===== src/rtl/adsc_pkg.sv =====
package adsc_pkg;

    // Register indices; byte address is four times the index
    localparam logic [3:0] PAGE_BLOCKING = 4'h2;
    localparam logic [3:0] PAGE_NONBLOCKING = 4'h3;
    localparam logic [7:0] IDX_CONFIG = 8'h80;
    localparam logic [7:0] IDX_STATUS = 8'h81;
    localparam logic [7:0] IDX_CHANNEL_SELECT = 8'h82;
    localparam logic [7:0] IDX_DONE_FLAGS = 8'h84;
    localparam logic [7:0] IDX_RESULT_FIRST = 8'h86;
    localparam logic [7:0] IDX_RESULT_LAST = 8'ha4;

    // Config fields
    localparam int CFG_IRQ_ENABLE_BIT = 7;
    localparam int CFG_CONTINUOUS_BIT = 6;
    localparam int CFG_OFFSET_COMP_BIT = 5;
    localparam int CFG_SOFT_RESET_BIT = 4;
    localparam int CFG_DIV_HI = 2;
    localparam int CFG_DIV_LO = 0;
    localparam logic [7:0] CFG_RESET = 8'h00;

    // Status reset values
    localparam logic [3:0] COUNT_RESET = 4'hf;
    localparam logic [1:0] STATUS_ZERO_BITS = 2'h0;

    // Channel set
    localparam logic [15:0] CHANNEL_MASK = 16'hdfff;
    localparam logic [3:0] FIRST_POS = 4'h0;
    localparam logic [3:0] LAST_POS = 4'hf;
    localparam logic [3:0] POS_TO_CHANNEL = 4'h1;
    localparam logic [5:0] RESULT_PAD = 6'h00;
    localparam logic [7:0] BYTE_ZERO = 8'h00;
    localparam logic [15:0] HALF_ZERO = 16'h0000;

    // Converter clock cycles per phase
    localparam logic [4:0] SAMPLE_CYCLES = 5'h09;
    localparam logic [4:0] CONVERT_CYCLES = 5'h12;
    localparam logic [4:0] GAP_CYCLES = 5'h04;
    localparam logic [4:0] PHASE_STEP = 5'h01;

    // Prescaler terminal counts for codes 000..111
    function automatic logic [3:0] adsc_div_last(input logic [2:0] code);
        case (code)
            3'h0: adsc_div_last = 4'h9;
            3'h1: adsc_div_last = 4'h7;
            3'h2: adsc_div_last = 4'h5;
            3'h3: adsc_div_last = 4'h3;
            3'h4: adsc_div_last = 4'h1;
            default: adsc_div_last = 4'h0;
        endcase
    endfunction

    typedef enum logic [2:0] {
        SEQ_IDLE,
        SEQ_SEEK,
        SEQ_SAMPLE,
        SEQ_CONVERT,
        SEQ_GAP
    } adsc_state_t;

endpackage


===== src/rtl/adsc_top.sv =====
// Register access over Wishbone was decided locally.
`timescale 1ns/10ps

module adsc_top
    import adsc_pkg::*;
(
    // Clock and reset
    input wire logic clk_i,
    input wire logic rst_i,
    // Wishbone slave
    input wire logic wb_cyc_i,
    input wire logic wb_stb_i,
    input wire logic wb_we_i,
    input wire logic [31:0] wb_adr_i,
    input wire logic [3:0] wb_sel_i,
    input wire logic [31:0] wb_dat_i,
    output logic [31:0] wb_dat_o,
    output logic wb_ack_o,
    // Analog converter
    output logic conv_clk_en_o,
    output logic conv_reset_o,
    output logic [3:0] conv_channel_o,
    output logic conv_sample_o,
    output logic conv_convert_o,
    output logic conv_offset_comp_o,
    input wire logic [9:0] conv_data_i,
    input wire logic ref_current_limit_i,
    // Interrupt
    output logic irq_o
);

    logic [7:0] converter_config;
    logic [15:0] channel_select, conversion_done_flags;
    logic [9:0] channel_result [16];
    logic seq_done_flag, reference_current_limit_flag;
    logic [3:0] current_channel_count, hi_latch_channel, div_count, pos;
    logic [7:0] hi_latch;
    logic hi_latch_valid, conv_tick;
    adsc_state_t state;
    logic [4:0] phase_count;

    // Bus decode
    logic [11:0] word_idx;
    logic [7:0] reg_off, result_delta;
    logic [3:0] result_channel, pos_channel;
    logic in_window, bus_req, wr_req, rd_req;
    logic hit_config, hit_status, hit_select, hit_done, hit_result;
    logic select_write, seq_start, soft_reset, block_reset;
    logic [15:0] next_channel_select, active_select, done_clear, done_set;
    logic conv_end, seq_done_event, status_read;
    logic [4:0] next_after, next_first;

    // Lowest position at or above start whose channel is selected
    function automatic logic [4:0] find_pos(input logic [15:0] sel,
                                           input logic [3:0] start);
        logic [3:0] p4;
        find_pos = '0;
        for (int p = 15; p >= 0; p--) begin
            p4 = 4'(p);
            if (p4 >= start && sel[p4 - POS_TO_CHANNEL]) begin
                find_pos = {1'b1, p4};
            end
        end
    endfunction

    assign word_idx = wb_adr_i[13:2];
    assign reg_off = word_idx[7:0];
    assign in_window = (wb_adr_i[31:14] == '0) &&
                       (word_idx[11:8] == PAGE_BLOCKING ||
                        word_idx[11:8] == PAGE_NONBLOCKING);
    assign bus_req = wb_cyc_i && wb_stb_i && !wb_ack_o;
    assign wr_req = bus_req && wb_we_i && in_window;
    assign rd_req = bus_req && !wb_we_i && in_window;
    assign hit_config = (reg_off == IDX_CONFIG);
    assign hit_status = (reg_off == IDX_STATUS);
    assign hit_select = (reg_off == IDX_CHANNEL_SELECT);
    assign hit_done = (reg_off == IDX_DONE_FLAGS);
    assign result_delta = reg_off - IDX_RESULT_FIRST;
    assign result_channel = result_delta[4:1];
    assign hit_result = (reg_off >= IDX_RESULT_FIRST) &&
                        (reg_off <= IDX_RESULT_LAST) && !result_delta[0];

    assign soft_reset = converter_config[CFG_SOFT_RESET_BIT];
    assign block_reset = rst_i || soft_reset;

    assign select_write = wr_req && hit_select && (wb_sel_i[1:0] != '0);
    always_comb begin
        next_channel_select = channel_select;
        if (wb_sel_i[0]) begin
            next_channel_select[7:0] = wb_dat_i[7:0];
        end
        if (wb_sel_i[1]) begin
            next_channel_select[15:8] = wb_dat_i[15:8];
        end
    end
    // Only a high-byte write starts; zero selection never starts
    assign seq_start = select_write && wb_sel_i[1] &&
                       ((next_channel_select & CHANNEL_MASK) != '0);
    assign active_select = channel_select & CHANNEL_MASK;

    assign pos_channel = pos - POS_TO_CHANNEL;
    assign conv_end = conv_tick && state == SEQ_CONVERT &&
                      phase_count == CONVERT_CYCLES - PHASE_STEP;
    assign next_after = (pos == LAST_POS) ? 5'h00 :
                        find_pos(active_select, pos + POS_TO_CHANNEL);
    assign next_first = find_pos(active_select, FIRST_POS);
    assign seq_done_event = conv_end && !next_after[4];
    assign status_read = rd_req && hit_status;

    // Configuration register, kept through soft reset
    always_ff @(posedge clk_i) begin
        if (rst_i) begin
            converter_config <= CFG_RESET;
        end else if (wr_req && hit_config && wb_sel_i[0]) begin
            converter_config <= wb_dat_i[7:0];
        end
    end

    // Channel select register
    always_ff @(posedge clk_i) begin
        if (block_reset) begin
            channel_select <= '0;
        end else if (select_write) begin
            channel_select <= next_channel_select;
        end
    end

    // Converter clock prescaler
    always_ff @(posedge clk_i) begin
        if (block_reset) begin
            div_count <= '0;
            conv_tick <= 1'b0;
        end else if (div_count >= adsc_div_last(
                     converter_config[CFG_DIV_HI:CFG_DIV_LO])) begin
            div_count <= '0;
            conv_tick <= 1'b1;
        end else begin
            div_count <= div_count + 4'h1;
            conv_tick <= 1'b0;
        end
    end

    // Channel sequencer
    always_ff @(posedge clk_i) begin
        if (block_reset) begin
            state <= SEQ_IDLE;
            pos <= FIRST_POS;
            phase_count <= '0;
        end else if (select_write) begin
            pos <= FIRST_POS;
            phase_count <= '0;
            state <= seq_start ? SEQ_SEEK : SEQ_IDLE;
        end else if (conv_tick) begin
            case (state)
                SEQ_SEEK: begin
                    // One converter cycle per position passed
                    if (active_select[pos_channel]) begin
                        state <= SEQ_SAMPLE;
                        phase_count <= '0;
                    end else if (pos == LAST_POS) begin
                        state <= SEQ_IDLE;
                    end else begin
                        pos <= pos + POS_TO_CHANNEL;
                    end
                end
                SEQ_SAMPLE: begin
                    if (phase_count == SAMPLE_CYCLES - PHASE_STEP) begin
                        state <= SEQ_CONVERT;
                        phase_count <= '0;
                    end else begin
                        phase_count <= phase_count + PHASE_STEP;
                    end
                end
                SEQ_CONVERT: begin
                    if (phase_count == CONVERT_CYCLES - PHASE_STEP) begin
                        phase_count <= '0;
                        if (next_after[4]) begin
                            state <= SEQ_GAP;
                            pos <= next_after[3:0];
                        end else if (converter_config[CFG_CONTINUOUS_BIT] &&
                                     next_first[4]) begin
                            state <= SEQ_GAP;
                            pos <= next_first[3:0];
                        end else begin
                            state <= SEQ_IDLE;
                        end
                    end else begin
                        phase_count <= phase_count + PHASE_STEP;
                    end
                end
                SEQ_GAP: begin
                    if (phase_count == GAP_CYCLES - PHASE_STEP) begin
                        state <= SEQ_SAMPLE;
                        phase_count <= '0;
                    end else begin
                        phase_count <= phase_count + PHASE_STEP;
                    end
                end
                default: begin
                    state <= SEQ_IDLE;
                end
            endcase
        end
    end

    // Channel in conversion
    always_ff @(posedge clk_i) begin
        if (block_reset) begin
            current_channel_count <= COUNT_RESET;
        end else if (conv_tick && (state == SEQ_SEEK ?
                     active_select[pos_channel] : state == SEQ_GAP &&
                     phase_count == GAP_CYCLES - PHASE_STEP)) begin
            current_channel_count <= pos_channel;
        end
    end

    // Result storage
    always_ff @(posedge clk_i) begin
        if (block_reset) begin
            for (int i = 0; i < 16; i++) begin
                channel_result[i] <= '0;
            end
        end else if (conv_end) begin
            channel_result[pos_channel] <= conv_data_i;
        end
    end

    // Per-channel done flags; a set beats a clear
    always_comb begin
        done_clear = select_write ? '1 : '0;
        done_set = '0;
        if (rd_req && hit_result && wb_sel_i[1]) begin
            done_clear[result_channel] = 1'b1;
        end
        if (conv_end) begin
            done_set[pos_channel] = 1'b1;
        end
    end

    always_ff @(posedge clk_i) begin
        if (block_reset) begin
            conversion_done_flags <= '0;
        end else begin
            conversion_done_flags <= ((conversion_done_flags & ~done_clear) |
                                      done_set) & CHANNEL_MASK;
        end
    end

    // Status flags
    always_ff @(posedge clk_i) begin
        if (block_reset) begin
            seq_done_flag <= 1'b0;
        end else if (seq_done_event) begin
            seq_done_flag <= 1'b1;
        end else if (status_read) begin
            seq_done_flag <= 1'b0;
        end
    end
    always_ff @(posedge clk_i) begin
        reference_current_limit_flag <= !block_reset &&
                                        ref_current_limit_i;
    end
    always_ff @(posedge clk_i) begin
        irq_o <= !block_reset && seq_done_flag &&
                 converter_config[CFG_IRQ_ENABLE_BIT];
    end

    // High-byte latch for byte reads of results
    always_ff @(posedge clk_i) begin
        if (block_reset) begin
            hi_latch <= '0;
            hi_latch_channel <= '0;
            hi_latch_valid <= 1'b0;
        end else if (rd_req && hit_result) begin
            if (wb_sel_i[1:0] == 2'h1) begin
                hi_latch <= channel_result[result_channel][9:2];
                hi_latch_channel <= result_channel;
                hi_latch_valid <= 1'b1;
            end else if (wb_sel_i[1]) begin
                hi_latch_valid <= 1'b0;
            end
        end
    end

    // Bus answer, one cycle after the request
    always_ff @(posedge clk_i) begin
        if (rst_i) begin
            wb_ack_o <= 1'b0;
            wb_dat_o <= '0;
        end else begin
            wb_ack_o <= bus_req;
            wb_dat_o <= '0;
            if (rd_req) begin
                if (hit_config) begin
                    wb_dat_o[7:0] <= converter_config;
                end else if (hit_status) begin
                    wb_dat_o[7:0] <= {seq_done_flag,
                                      reference_current_limit_flag,
                                      STATUS_ZERO_BITS,
                                      current_channel_count};
                end else if (hit_select) begin
                    wb_dat_o[15:0] <= channel_select;
                end else if (hit_done) begin
                    wb_dat_o[15:0] <= conversion_done_flags;
                end else if (hit_result) begin
                    if (wb_sel_i[1:0] == 2'h2 && hi_latch_valid &&
                        hi_latch_channel == result_channel) begin
                        wb_dat_o[15:0] <= {hi_latch, BYTE_ZERO};
                    end else begin
                        wb_dat_o[15:0] <= {channel_result[result_channel],
                                           RESULT_PAD};
                    end
                end
            end
        end
    end

    // Converter control pins
    always_ff @(posedge clk_i) begin
        if (rst_i) begin
            conv_clk_en_o <= 1'b0;
            conv_reset_o <= 1'b1;
            conv_channel_o <= COUNT_RESET;
            conv_sample_o <= 1'b0;
            conv_convert_o <= 1'b0;
            conv_offset_comp_o <= 1'b0;
        end else begin
            conv_clk_en_o <= conv_tick && !soft_reset;
            conv_reset_o <= soft_reset;
            conv_channel_o <= pos_channel;
            conv_sample_o <= !soft_reset && state == SEQ_SAMPLE;
            conv_convert_o <= !soft_reset && state == SEQ_CONVERT;
            // Offset compensation pin follows config bit 5 on every channel
            conv_offset_comp_o <=
                converter_config[CFG_OFFSET_COMP_BIT];
        end
    end

endmodule // adsc_top


===== config.mk =====
export PLATFORM = sky130hd
export DESIGN_NAME = adsc_top
export DESIGN_NICKNAME = d
export VERILOG_FILES = /design/src/rtl/adsc_pkg.sv /design/src/rtl/adsc_top.sv
export SDC_FILE = /design/constraint.sdc
export NUM_CORES = 1
export LEC_CHECK = 0
export BUFFER_PORTS_ARGS = -buffer_cell sky130_fd_sc_hd__buf_2
export CAP_MARGIN = 20
export CORE_MARGIN = 4
export CORE_UTILIZATION = 47
export CTS_CLUSTER_SIZE = 16
export DETAILED_ROUTE_END_ITERATION = 16
export PLACE_DENSITY = 0.64
export SYNTH_ARGS = -nofsm -noshare
export SYNTH_HDL_FRONTEND = slang
export SYNTH_SLANG_ARGS = --single-unit

===== constraint.sdc =====
create_clock -name clk_i -period 3.75 [get_ports clk_i]
set_input_delay 0.75 -clock clk_i [delete_from_list [all_inputs] [get_ports clk_i]]
set_output_delay 0.75 -clock clk_i [all_outputs]
set_load 0.05 [all_outputs]

==> reports/qor.yml <==
nets: 1337
finalClockSkew_ps: 12.2
setup_tns_ps: 0
synth_cell_type_count: 84
insertion_delay_ps: 560
syn_inst: 1137
p_per_area_nw_per_um2: 432
worstPathArrival_ps: 3890
gp_congestion: 0.889
fillCellCount: 2358
end_kind: "register"
ant_nets: 0
fmaxAchievable_mhz: 289
start_kind: "register"
post-route-min-period_ps: 3460
ioPinCount: 127
syn_area_per_cell_um2: 11.4
report.final.slew_viol_count: 0
clk_transition_reported_paths_ps: 60
setup_viol: 0
drv_cap: 0
crit_type: "reg2reg"
cts_setup_buffers: 0
total_leakage_power_nw: 5.45
synth_area_um2: 13000
drc: 0
fin_util_pct: 55.0
cp-startpoint: "state[0]"
die_area_um2: 30400
cts_inserted_buffers: 28
cts_resized: 0
critPathMaxStageDelay_ps: 720
tightest_slew_ps: 996
synth_ff_type: "edfxtp_1"
ctsHoldBuffers: 0
multi_input_area_um2: 5700
viasPerCell: 5.64
grtUsageTotal_pct: 21.9
wl_um: 33600
hp-class: "in2reg"
grt_setup_unrepaired: "no"
r2r-start: "state[0]"
crit_required_ps: 4170
cts_tree: "built"
cts.sinks: 262
whs_ps: 396
ff_latch_area_um2: 6850
grt_pass1_wl_um: 52600
drive_gt1_share_pct: 21.7
ys_warn_count: 0
min-delay-start: "ref_current_limit_i"
grt_pass1_vias: 9025
synth_seq_area_share_pct: 52.7
root_buffer: "clkbuf_16"
post-dp-hpwl_um: 23200
die_x_um: 174
yosysTopAreaCellShare_pct: 37.0
synth_top_area_cell: "edfxtp_1"
synth.ff_latch_count: 262
status: "finished clean"
post-place-cells: 1576
hold_violations: 0
fp.dieH_um: 174
drt-pass1-iter-count: 5
relSlewSlack_pct: 33.6
core-area_um2: 27100
post-route-period-util_pct: 92.4
max-vdd-ir-drop_uv: 362
antenna_found_initial: 0
portBuffers: 89
critPathMostFrequentCell: "nand2_1"
area_growth_pct: 14.8
wire_per_inst_um: 20.6
synth-async-reset-ratio_pct: 0
cp_slowest_cell: "nor2_1"
crit_fanout: 12
synth-edff-count: 160
grt_start_max_net_pins: 45
path_cells: "nor2b_1, nand2_1, nor4_1, and2_0, nand2_1, nor2_1, and2_1"
yosys-top-cells-area: "edfxtp_1 (37%), dfxtp_1 (16%), mux4_2 (8.5%)"
antenna_cells_inserted: 0
clockBufferDepth: 3
vias: 9180
h-tree-depth: 1
stdcell_count: 1628
drt_iter0_markers: 742
num_rows: 60
start_util_pct: 47.9
gr-total-overflow: 0
-- synthesized netlist by cell type, drive strengths merged, types with 15 or more instances --
library cell  instances
and2                172
edfxtp              160
dfxtp               102
nor2                 89
nand2                76
clkbuf               55
a21oi                52
o21ai                50
mux4                 49
buf                  32
mux2i                25
inv                  24
ha                   19
nor3                 17
nand2b               15
-- critical path: cells and delay by family, from the launching register on --
| kind | cells | cell delay [ps] |
|---|---|---|
| AND/OR/NAND/NOR | 7 | 2880 |
| flip-flops | 1 | 460 |
-- logic make-up after synthesis --
kind of cell	Yosys count	share of synthesized area, %
DFF	262	52.7
AOI/OAI and AO/OA	200	10.8
and+or+nand+nor	445	18.5
other	1	0.0289
buffers and inverters	113	3.94
muxes	83	11.2
xor gates and xnor gates	14	0.944
adders and majority gates	19	1.83
-- cell type report --
| type | instances | share of cell area (%) |
|---|---|---|
| tap | 372 | 3.12 |
| clock buffer | 31 | 4.99 |
| inverter | 26 | 0.655 |
| timing repair buffer | 139 | 5.67 |
| sequential | 262 | 45.9 |
| multi-input combinational | 777 | 38.3 |
| clock inverter | 21 | 1.37 |
-- final timing paths --
| check | to | slack, ps | cells past startpoint |
|---|---|---|---|
| max reg2reg | channel_result[10][2] | 290 | 7 |
| max | channel_result[10][2] | 290 | 7 |
| min | reference_current_limit_flag | 400 | 2 |
| min reg2reg | wb_dat_o[0] | 460 | 2 |
-- flip-flops by register name (all words and copies together) (netlist names), 5 cells and up --
signal and cells:
channel_result 160, channel_select 16, wb_dat_o 16, conversion_done_flags 15, converter_config 8, hi_latch 8, phase_count 5
-- through the flow --
step / setup slack (ps) / instance area [um2] / total power [mW]
CTS: 312 / 14900 / 6.48
floorplan: 227 / 13000 / 3.53
detailed placement: 134 / 14000 / 3.72
finish: 286 / 14900 / 6.43
global placement: 219 / 14000 / 3.71
global route: 3.55 / 14900 / 6.65
-- where the power goes --
part | internal, mW | switching (mW)
logic | 0.207 | 0.303
registers | 3.12 | 0.0230
clock network | 1.59 | 1.19
total | 4.92 | 1.52
-- per-layer routing --
metal | up-vias | GRT usage, % | wire, um
met2 | 318 | 37.9 | 16900
met1 | 4463 | 29.4 | 13800
met3 | 46 | 2.83 | 2050
met5 | - | 0 | 0
li1 | 4353 | - | -
met4 | 0 | 5.18 | 813
-- cell usage in the layout (no fill, tap or decap), types with 6 or more instances in the layout --
cell type	n
nand4_1	6
xnor2_1	8
buf_4	48
nor2_1	88
nor3_1	17
a21oi_1	50
a211oi_1	6
ha_1	18
mux2i_1	25
a222oi_1	13
dfxtp_1	102
o21ai_0	48
buf_2	89
nor4_1	11
clkinv_2	10
nor2b_1	8
edfxtp_1	160
nand3_1	10
clkinv_4	6
nand2_1	76
mux4_2	49
nand2b_1	15
and3_1	7
and2_1	171
clkbuf_16	29
inv_1	23
o211ai_1	12
mux2_2	9
conb_1	16
(Power assumes the default switching activity.)
